### config.mk
export PLATFORM = sky130hd
export DESIGN_NAME = fsp_top
export DESIGN_NICKNAME = d
export VERILOG_FILES = /design/src/include/fsp_pkg.sv /design/src/rtl/fsp_top.sv /design/src/rtl/fsp_retry_timer.sv
export VERILOG_INCLUDE_DIRS = /design/src /design/src/include
export SDC_FILE = /design/constraint.sdc
export NUM_CORES = 1
export LEC_CHECK = 0
export BUFFER_PORTS_ARGS = -buffer_cell sky130_fd_sc_hd__buf_2
export CAP_MARGIN = 0
export CORE_ASPECT_RATIO = 1.25
export CORE_MARGIN = 10
export CORE_UTILIZATION = 57
export CTS_CLUSTER_DIAMETER = 30
export DETAILED_ROUTE_END_ITERATION = 7
export GPL_TIMING_DRIVEN = 0
export PLACE_DENSITY = 0.8
export SLEW_MARGIN = 30
export SYNTH_ARGS = -nofsm -noshare
export SYNTH_HDL_FRONTEND = slang
export SYNTH_SLANG_ARGS = --single-unit
### constraint.sdc
create_clock -name mclk -period 3 [get_ports mclk]
set_input_delay 0.6 -clock mclk [delete_from_list [all_inputs] [get_ports mclk]]
set_output_delay 0.6 -clock mclk [all_outputs]
set_load 0.01 [all_outputs]
### src/include/fsp_regs.svh
// Purpose: Register offsets, field positions, reset values and timing counts
// Assumes: 10 MHz core clock
// Notes: Definitions only
`ifndef FSP_REGS_SVH
`define FSP_REGS_SVH
`define FSP_ADDR_STATUS 8'h16
`define FSP_BIT_TEMP_WARN 7
`define FSP_BIT_PG_WARN 6
`define FSP_BIT_FLT_HI 5
`define FSP_BIT_FLT_LO 1
`define FSP_BIT_RESERVED 0
`define FSP_STATUS_RESET 8'hBF
`define FSP_CLK_KHZ 10000
`define FSP_RETRY_MS 130
`define FSP_RETRY_CYCLES (`FSP_RETRY_MS * `FSP_CLK_KHZ)
`define FSP_SLOT_CYCLES 4
`define FSP_STYLE_CFG_SEQ 2'h0
`define FSP_STYLE_CFG_CRIT 2'h1
`endif

### src/include/fsp_pkg.sv
// Purpose: Types shared by the fault status and propagation block
// Assumes: Constants come from fsp_regs.svh
// Notes: Fault vector order is tracking, overtemp, overcurrent, undervoltage, overvoltage
`default_nettype none
package fsp_pkg;
  typedef enum logic [2:0] {
    FSP_SEQ = 3'h1,
    FSP_CRIT = 3'h2,
    FSP_EMER = 3'h4
  } fsp_style_t;
  typedef struct packed {
    logic tracking;
    logic overtemp;
    logic overcurrent;
    logic undervoltage;
    logic overvoltage;
  } fsp_event_t;
  typedef struct packed {
    logic [4:0] latch;
    logic [4:0] prop;
    logic [1:0] ot_style;
    logic [1:0] uv_style;
    logic [1:0] ov_style;
  } fsp_cfg_t;
  typedef struct packed {
    logic run;
    logic ramp_down;
    logic hs_force_off;
    logic ls_force_on;
  } fsp_stage_t;
endpackage : fsp_pkg
`default_nettype wire

### src/rtl/fsp_top.sv
// Purpose: Turn-off style control, protection status register, fault line propagation
// Assumes: Protection detectors give synchronous levels; fault line is wired-AND open drain
// Notes: Flags are active low; a peer collision on the line decodes as the wider code
`timescale 1ns/1ps
`default_nettype none
`include "fsp_regs.svh"
//
// Behaviour
// [RQ1] Sequenced style ramps output down at programmed ramp-down rate.
// [RQ2] Critical style turns both power switches off at once.
// [RQ3] Emergency style turns upper switch off and lower switch on together.
// [RQ4] Overtemp, undervoltage and overvoltage each have their own selectable style.
// [RQ5] Eight-bit status register lives at address 0x16.
// [RQ6] Bit 7 temperature warning, bit 6 power-good warning; read-only, reset 1 and 0.
// [RQ7] Bits 5..2 tracking, overtemp, overcurrent, undervoltage faults; writable, reset 1.
// [RQ8] Bit 1 overvoltage error, writable, reset 1; bit 0 reserved.
// [RQ9] Manager reads each status register and shows it for monitoring.
// [RQ10] Propagating fault pulls the shared fault line low.
// [RQ11] Line pulled low by another device starts own shutdown in same style.
// [RQ12] Style is coded as the low-pulse width from the falling edge of the line; the receiver decodes it from that width when the line rises.
// [RQ13] Manager groups regulators sharing one fault input, up to 32.
// [RQ14] Only fault types with propagation enabled drive the line.
// [RQ15] Protection event shuts down and clears its status bit to 0.
// [RQ16] Non-latching retries every 130 ms; latching stays off until cleared.
// [RQ17] Writing 1 to a fault bit clears it back to 1.
// [RQ18] Line style coding is shared identically by all drivers and receivers.
module fsp_top #(
  parameter int RETRY_CYCLES = `FSP_RETRY_CYCLES,
  parameter int SLOT_CYCLES = `FSP_SLOT_CYCLES
) (
  // Clock and reset
  input wire logic mclk,
  input wire logic sys_rst,
  // Register port
  input wire logic [7:0] reg_addr,
  input wire logic reg_wr,
  input wire logic reg_rd,
  input wire logic [7:0] reg_wdata,
  output logic [7:0] reg_rdata,
  // Protection inputs and configuration
  input wire fsp_pkg::fsp_event_t ev,
  input wire logic temp_warn,
  input wire logic pg_warn,
  input wire fsp_pkg::fsp_cfg_t cfg,
  // Output stage control
  output fsp_pkg::fsp_stage_t stage,
  // Shared fault line
  input wire logic ok_in,
  output logic ok_out,
  output logic ok_oe
);
  import fsp_pkg::*;
  typedef enum logic [1:0] {S_RUN = 2'h1, S_OFF = 2'h2} fsp_sd_t;
  typedef enum logic [3:0] {T_IDLE = 4'h1, T_MARK = 4'h2, T_GAP = 4'h4, T_HOLD = 4'h8} fsp_tx_t;
  typedef enum logic [2:0] {R_IDLE = 3'h1, R_MEAS = 3'h2, R_WAIT = 3'h4} fsp_rx_t;
  localparam int MAXC = 4 * SLOT_CYCLES;

  function automatic fsp_style_t cfg_style(input logic [1:0] c);
    if (c == `FSP_STYLE_CFG_SEQ) begin
      return FSP_SEQ;
    end else if (c == `FSP_STYLE_CFG_CRIT) begin
      return FSP_CRIT;
    end
    return FSP_EMER;
  endfunction : cfg_style

  // Severity order decides the style when several trip together
  function automatic fsp_style_t pick(input logic [4:0] v, input fsp_cfg_t c);
    if (v[0]) begin
      return cfg_style(c.ov_style); // RQ4
    end else if (v[4] || v[2]) begin
      return FSP_CRIT;
    end else if (v[3]) begin
      return cfg_style(c.ot_style); // RQ4
    end
    return cfg_style(c.uv_style); // RQ4
  endfunction : pick

  function automatic logic [5:0] code_len(input fsp_style_t s);
    if (s == FSP_SEQ) begin
      return 6'(SLOT_CYCLES);
    end else if (s == FSP_CRIT) begin
      return 6'(2 * SLOT_CYCLES);
    end
    return 6'(3 * SLOT_CYCLES);
  endfunction : code_len

  logic [4:0] evv;
  logic [4:0] flt_n, next_flt_n;
  logic tw, next_tw, pg, next_pg;
  fsp_sd_t sd, next_sd;
  fsp_style_t style, next_style;
  fsp_stage_t next_stage;
  logic [7:0] next_rdata;
  logic retry_done, wr_hit, prop_req, rx_start;
  fsp_style_t rx_style;
  assign evv = ev;
  assign wr_hit = reg_wr && (reg_addr == `FSP_ADDR_STATUS);
  assign prop_req = |(~flt_n & cfg.prop);

  fsp_retry_timer #(.CYCLES(RETRY_CYCLES)) u_retry (
    .mclk(mclk),
    .sys_rst(sys_rst),
    .run(sd == S_OFF),
    .done(retry_done)
  );

  // Status flags and shutdown control
  always_comb begin
    next_tw = ~temp_warn; // RQ6
    next_pg = ~pg_warn; // RQ6
    next_flt_n = flt_n;
    for (int i = 0; i < 5; i++) begin
      if (evv[i]) begin
        next_flt_n[i] = 1'b0; // RQ15
      end else if (wr_hit && reg_wdata[i + `FSP_BIT_FLT_LO]) begin
        next_flt_n[i] = 1'b1; // RQ17
      end else if (retry_done && !cfg.latch[i]) begin
        next_flt_n[i] = 1'b1; // RQ16
      end
    end
    next_sd = sd;
    next_style = style;
    case (sd)
      S_RUN: begin
        if (|(evv & flt_n)) begin
          next_sd = S_OFF; // RQ15
          next_style = pick(evv & flt_n, cfg); // RQ4
        end else if (rx_start) begin
          next_sd = S_OFF; // RQ11
          next_style = rx_style; // RQ11
        end
      end
      S_OFF: begin
        // Restart only on a retry tick; our own hold on the line must not cost an interval
        if (retry_done && (&next_flt_n) && (ok_in || ok_oe)) begin
          next_sd = S_RUN; // RQ16
        end
      end
      default: begin
        next_sd = S_OFF;
      end
    endcase
    next_stage.run = (next_sd == S_RUN);
    next_stage.ramp_down = (next_sd == S_OFF) && (next_style == FSP_SEQ); // RQ1
    next_stage.hs_force_off = (next_sd == S_OFF) && (next_style != FSP_SEQ); // RQ2
    next_stage.ls_force_on = (next_sd == S_OFF) && (next_style == FSP_EMER); // RQ3
    next_rdata = 8'h00;
    if (reg_rd) begin
      if (reg_addr == `FSP_ADDR_STATUS) begin
        next_rdata = {tw, pg, flt_n, 1'b1}; // RQ5
      end
    end
  end

  always_ff @(posedge mclk or posedge sys_rst) begin
    if (sys_rst) begin
      tw <= 1'(`FSP_STATUS_RESET >> `FSP_BIT_TEMP_WARN); // RQ6
      pg <= 1'b0;
      flt_n <= 5'(`FSP_STATUS_RESET >> `FSP_BIT_FLT_LO); // RQ7 RQ8
      sd <= S_OFF;
      style <= FSP_SEQ;
      stage <= 4'h4;
      reg_rdata <= 8'h00;
    end else begin
      tw <= next_tw;
      pg <= next_pg;
      flt_n <= next_flt_n;
      sd <= next_sd;
      style <= next_style;
      stage <= next_stage;
      reg_rdata <= next_rdata;
    end
  end

  // Transmitter: low for one to three slots, one released slot, then held low
  fsp_tx_t tx, next_tx;
  logic [5:0] tcnt, next_tcnt;
  logic next_oe;
  always_comb begin
    next_tx = tx;
    next_tcnt = tcnt + 6'h1;
    case (tx)
      T_IDLE: begin
        next_tcnt = 6'h0;
        if (prop_req) begin
          next_tx = ok_in ? T_MARK : T_HOLD; // RQ10
        end
      end
      T_MARK: begin
        if (tcnt + 6'h1 >= code_len(pick(~flt_n & cfg.prop, cfg))) begin
          next_tx = T_GAP; // RQ12
          next_tcnt = 6'h0;
        end
      end
      T_GAP: begin
        if (tcnt + 6'h1 >= 6'(SLOT_CYCLES)) begin
          next_tx = T_HOLD; // RQ18
        end
      end
      T_HOLD: begin
        if (!prop_req) begin
          next_tx = T_IDLE; // RQ14
        end
      end
      default: begin
        next_tx = T_IDLE;
      end
    endcase
    next_oe = (next_tx == T_MARK) || (next_tx == T_HOLD); // RQ14
  end

  always_ff @(posedge mclk or posedge sys_rst) begin
    if (sys_rst) begin
      tx <= T_IDLE;
      tcnt <= 6'h0;
      ok_oe <= 1'b0;
      ok_out <= 1'b0;
    end else begin
      tx <= next_tx;
      tcnt <= next_tcnt;
      ok_oe <= next_oe;
      ok_out <= 1'b0;
    end
  end

  // Receiver: measures the first low pulse; a line stuck low decodes as critical
  fsp_rx_t rx, next_rx;
  logic [5:0] rcnt, next_rcnt;
  logic ok_q;
  always_comb begin
    next_rx = rx;
    next_rcnt = rcnt + 6'h1;
    rx_start = 1'b0;
    rx_style = FSP_CRIT;
    if (rcnt < 6'(SLOT_CYCLES + SLOT_CYCLES / 2)) begin
      rx_style = FSP_SEQ; // RQ12
    end else if (rcnt >= 6'(2 * SLOT_CYCLES + SLOT_CYCLES / 2)) begin
      rx_style = FSP_EMER; // RQ12
    end
    case (rx)
      R_IDLE: begin
        next_rcnt = 6'h0;
        if (ok_q && !ok_in && (tx == T_IDLE) && !ok_oe) begin
          next_rx = R_MEAS;
        end
      end
      R_MEAS: begin
        if (ok_in || (rcnt + 6'h1 >= 6'(MAXC))) begin
          rx_start = 1'b1; // RQ11
          if (!ok_in) begin
            rx_style = FSP_CRIT;
          end
          next_rx = R_WAIT;
          next_rcnt = 6'h0;
        end
      end
      R_WAIT: begin
        if (!ok_in) begin
          next_rcnt = 6'h0;
        end else if (rcnt + 6'h1 >= 6'(2 * SLOT_CYCLES)) begin
          next_rx = R_IDLE;
        end
      end
      default: begin
        next_rx = R_IDLE;
      end
    endcase
  end

  always_ff @(posedge mclk or posedge sys_rst) begin
    if (sys_rst) begin
      rx <= R_IDLE;
      rcnt <= 6'h0;
      ok_q <= 1'b1;
    end else begin
      rx <= next_rx;
      rcnt <= next_rcnt;
      ok_q <= ok_in;
    end
  end
endmodule : fsp_top
`default_nettype wire

### src/rtl/fsp_retry_timer.sv
// Purpose: Free retry interval timer, one done pulse per interval while running
// Assumes: Synchronous run level
// Notes: Restarts from zero whenever run drops
`timescale 1ns/1ps
`default_nettype none
module fsp_retry_timer #(
  parameter int CYCLES = 1300000
) (
  // Clock and reset
  input wire logic mclk,
  input wire logic sys_rst,
  // Control
  input wire logic run,
  output logic done
);
  logic [31:0] cnt;
  logic [31:0] next_cnt;
  logic next_done;
  always_comb begin
    next_cnt = 32'h0;
    next_done = 1'b0;
    if (run) begin
      if (cnt >= 32'(CYCLES - 1)) begin
        next_done = 1'b1;
      end else begin
        next_cnt = cnt + 32'h1;
      end
    end
  end
  always_ff @(posedge mclk or posedge sys_rst) begin
    if (sys_rst) begin
      cnt <= 32'h0;
      done <= 1'b0;
    end else begin
      cnt <= next_cnt;
      done <= next_done;
    end
  end
endmodule : fsp_retry_timer
`default_nettype wire

Word-level counts from Yosys, hierarchy flattened

Index checks and enable logic that the tools add are counted.
Widths: inputs -> output; s select.

Register bits after elaboration: 78
Bits of input ports: 44
Output and inout port bits: 14
Word-level logic and storage cells: 210

Add/subtract/negate cells: 3
Order comparisons: 7
Eq/ne operators: 26
Mux-type cells: 113
Bitwise operators: 5
Reduce and logical (&&, ||, !) cells: 38

Operators by type and width:

| kind                  | number |
|---|---|
| $mux 3                | 33 |
| $mux 32               | 2 |
| $mux 1                | 56 |
| $mux 6                | 7 |
| $add 32x1->32 const B | 1 |
| $ge 32x21->1 const B  | 1 |
| $mux 4                | 5 |
| $logic_and 1x1->1     | 19 |
| $pmux 6 s3            | 1 |
| $mux 8                | 2 |
| $pmux 4 s4            | 1 |
| $add 6x1->6 const B   | 2 |
| $ge 6x4->1 const B    | 2 |
| $pmux 6 s2            | 1 |
| $and 5x5->5           | 2 |
| $eq 2x1->1 const B    | 5 |
| $reduce_or 5->1       | 2 |
| $eq 3x1->1 const B    | 3 |
| $pmux 3 s3            | 1 |
| $eq 4x2->1 const B    | 2 |
| $eq 4x4->1 const B    | 2 |
| $eq 8x5->1 const B    | 1 |
| $ne 2x2->1 const B    | 4 |
| $logic_not 1->1       | 7 |
| 18 further kinds      | 30 |

Longest topological paths before layout

Depth after elaboration: 24
Depth in mapped cells: 11
Depth with buffers taken out: 11

Cells and area by module

From an unflattened synthesis, not the netlist that was laid out.

Cells, all modules: 396
Area, all modules: 3983.8 um2

By module, submodules not included:

| module          | times used | cells an instance | area an instance (um2) | seq. area each (um2) |
|---|---|---|---|---|
| fsp_top         | 1          | 262               | 2549.9                 | 1141.1 |
| fsp_retry_timer | 1          | 134               | 1433.9                 | 825.8 |

Least setup slack after synthesis

No wires, ideal clock.

Path kind: input to register
Start point: input ok_in
End point: register stage[3] (netlist name)
Setup time: 0.078 ns
Data arrival time: 2.260 ns
Required time: 2.922 ns
Slack: 0.662 ns
Stages: 7
Buffers on the path: 1
Cell sequence: buf_2 > or2_2 > mux2_4 > o31ai_2 > a21oi_1 > a211oi_2 > a21boi_1

RTL lines:

| what                 | line           | RTL |
|---|---|---|
| from (decl)          | fsp_top.sv:48  | `input wire logic ok_in,` |
| to (signal assigned) | fsp_top.sv:171 | `stage <= next_stage;` |
| to (decl)            | fsp_top.sv:46  | `output fsp_pkg::fsp_stage_t stage,` |

==> impl_metrics.json <==
{
  "outcome": "complete, no violations",
  "io_pins": 58,
  "async_flop_share": 1.00,
  "slowest_stage": "dfrtp_1",
  "synthMuxAreaShare": 0.00636,
  "met3WireLength_um": 411,
  "clock_skew_ns": 0.00872,
  "drc": 0,
  "gp_congestion": 0.866,
  "synthAdderAreaFrac": 0.0223,
  "drtAntennaViolNets": 0,
  "layout_commonest_cell": "dfrtp_1",
  "p_int_uw": 1930,
  "layout_common_cells": "dfrtp_1, buf_2, nor3_1, inv_1, nor2_1",
  "clk_latency_ns": 0.34,
  "synth_top_cell_area_share": 0.420,
  "pwr-share-clk": 0.321,
  "cts.path.max_buffers": 2,
  "port-buffer-count": 53,
  "finalMaxSlewViolations": 0,
  "synthTopCellsByArea": "dfrtp_1, dfstp_2, nor3_1",
  "die-area_um2": 10600,
  "cts_root_buf": "clkbuf_8",
  "p_comb_frac": 0.218,
  "yosysUniqueCellTypes": 62,
  "holdBufCountCts": 0,
  "overflow": 0,
  "power_density_nw_per_um2": 600,
  "initial_core_util": 0.592,
  "crit_required_ns": 3.26,
  "finalCritPeriodShare": 0.853,
  "avgSynthCellArea_um2": 9.74,
  "setup_ws_ns": 0.440,
  "die_x_um": 94.3,
  "cap_viol_max_count": 0,
  "cp.arrival_ns": 2.82,
  "fillers": 521,
  "synth_largest_area_cell": "dfrtp_1",
  "insertedDiodeCount": 0,
  "dieHeight_um": 113,
  "holdCritPathClass": "in2async",
  "tritoncts": "built",
  "yosys.area_share.simple": 0.234,
  "worst_pin_slew_ns": 0.700,
  "cts_sinks": 78,
  "first_pass_iters": 4,
  "fin_nets": 531,
  "endpoint_kind": "flip-flop",
  "coreArea_um2": 6650,
  "critPathLaunchType": "flip-flop",
  "drt_iter0_drc": 98,
  "met2_length_um": 4480,
  "p_total_uw": 2770,
  "met1_length_um": 3370,
  "power_leakage_uw": 0.00203,
  "sw_frac_of_total": 0.301,
  "drive_above_1_share": 0.210,
  "synth_top_family_by_area": "simple AND/OR/NAND/NOR gates",
  "final_core_util": 0.694,
  "synth-compound-area-share": 0.138,
  "slew_headroom": 0.534,
  "post-route-min-period_ns": 2.56,
  "crit_type": "reg2reg",
  "rsz0062_at_grt": "no",
  "grtUsageTotal": 0.167,
  "highest_layer": "met4",
  "htreeDepth": 3,
  "grt_pass1_vias": 3232,
  "clk_transition_reported_paths_ns": 0.08,
  "cpPeakStageDelay_ns": 0.45,
  "max_freq_mhz": 391,
  "post-place-ws_ns": 0.242,
  "via_count": 3195,
  "cp_cell_sequence": "ha_1 > and3_1 > buf_2 > mux2_4 > o31ai_2 > a21oi_1 > a211oi_2 > a21boi_1",
  "setup_viol": 0,
  "regArea_um2": 1970,
  "synth-edff-count": 0,
  "syn_to_final_growth_pct": 17.2,
  "hold_violations": 0,
  "vias_per_cell": 5.59,
  "cts_setup_buffers": 0,
  "grt_max_degree": 54,
  "yosysWarnings": 0,
  "antenna_found_initial": 0,
  "path_max_fanout": 8,
  "cts_buffers": 9,
  "seqPwrFrac": 0.460,
  "multi_input_area_um2": 1830,
  "dpl.hpwl_um": 6560,
  "synth_flop_cell": "dfrtp_1",
  "wl_per_cell_um": 14.7,
  "yosysSeqAreaShare": 0.500,
  "synth_xor_area_frac": 0.0534,
  "setup_tns_ns": 0,
  "grt_pass1_wl_um": 14500,
  "syn_area_um2": 3930,
  "post_cts_resized": 0,
  "ys_ff_latch": 78,
  "p_sw_uw": 832,
  "rows": 33,
  "routed_wl_um": 8430,
  "synthCells": 404,
  "peakVddDrop_v": 0.000478
}
[final cells by class]
cell class / instances / share of cell area
Buffer: 12 / 0.0130
Clock buffer: 11 / 0.0328
Clock inverter: 5 / 0.0176
Inverter: 31 / 0.0258
Multi-Input combinational cell: 294 / 0.397
Sequential cell: 78 / 0.426
Tap cell: 87 / 0.0236
Timing Repair Buffer: 54 / 0.0635
[Yosys cell counts, drive strengths merged (10+ instances only)]
| library cell | n |
|---|---|
| a21oi | 26 |
| and2 | 10 |
| dfrtp | 66 |
| dfstp | 12 |
| inv | 31 |
| nand2 | 20 |
| nand3 | 20 |
| nand4 | 15 |
| nor2 | 29 |
| nor3 | 32 |
| o21ai | 11 |
| xnor2 | 13 |
| xor2 | 11 |
[flip-flops by register name (all words and copies together), names as in the netlist, 2 cells and up]
signal       flops
u_retry.cnt     32
reg_rdata        8
rcnt             6
tcnt             6
flt_n            5
stage            4
tx               4
rx               3
style            3
sd               2
[critical path: cells and delay by family (launching register included)]
kind | cells | cell delay [ns]
simple gates | 1 | 0.18
compound gates | 4 | 1.14
buf+inv | 1 | 0.15
fa+ha+maj | 1 | 0.24
mux | 1 | 0.32
flops | 1 | 0.45
[worst paths after layout]
kind / startpoint / endpoint / slack [ns] / depth (start not counted)
hold / removal: sys_rst / tcnt[4] / 0.23 / 2
setup reg to reg: rcnt[1] / stage[3] / 0.44 / 8
hold reg to reg: tcnt[0] / tcnt[0] / 0.46 / 1
setup / recovery: rcnt[1] / stage[3] / 0.44 / 8
max in group asynchronous: sys_rst / stage[2] / 2.15 / 3
min in group mclk: ok_in / ok_q / 0.36 / 1
[stage by stage]
stage,cells,cell area (µm²),hold WS [ns]
2_1_floorplan,415,3980,0.428
3_3_place_gp,555,4350,0.441
3_5_place_dp,556,4380,0.446
4_1_cts,572,4610,0.229
5_1_grt,572,4610,0.235
6_report,572,4610,0.233
[metal layers]
metal  GRT usage  up-vias
met1       0.191     1527
met2       0.292       69
met4      0.0680        0
met5           0        -
met3      0.0384       12
li1            -     1587
[cells by family after synthesis]
family,after synthesis
AOI/OAI and AO/OA,79
xor gates and xnor gates,24
adders and majority gates,7
buffers and inverters,43
DFF,78
muxes,2
other,1
and+or+nand+nor,170
[power groups by stage]
| stage | sequential [µW] | clock [µW] | combinational, µW |
|---|---|---|---|
| 5_1_grt | 1290 | 959 | 682 |
| 3_3_place_gp | 1290 | 0 | 583 |
| 2_1_floorplan | 1270 | 0 | 440 |
| 6_report | 1270 | 889 | 604 |
| 4_1_cts | 1270 | 914 | 608 |
| 3_5_place_dp | 1290 | 0 | 604 |
No activity file was read; power rests on OpenSTA's default activity.
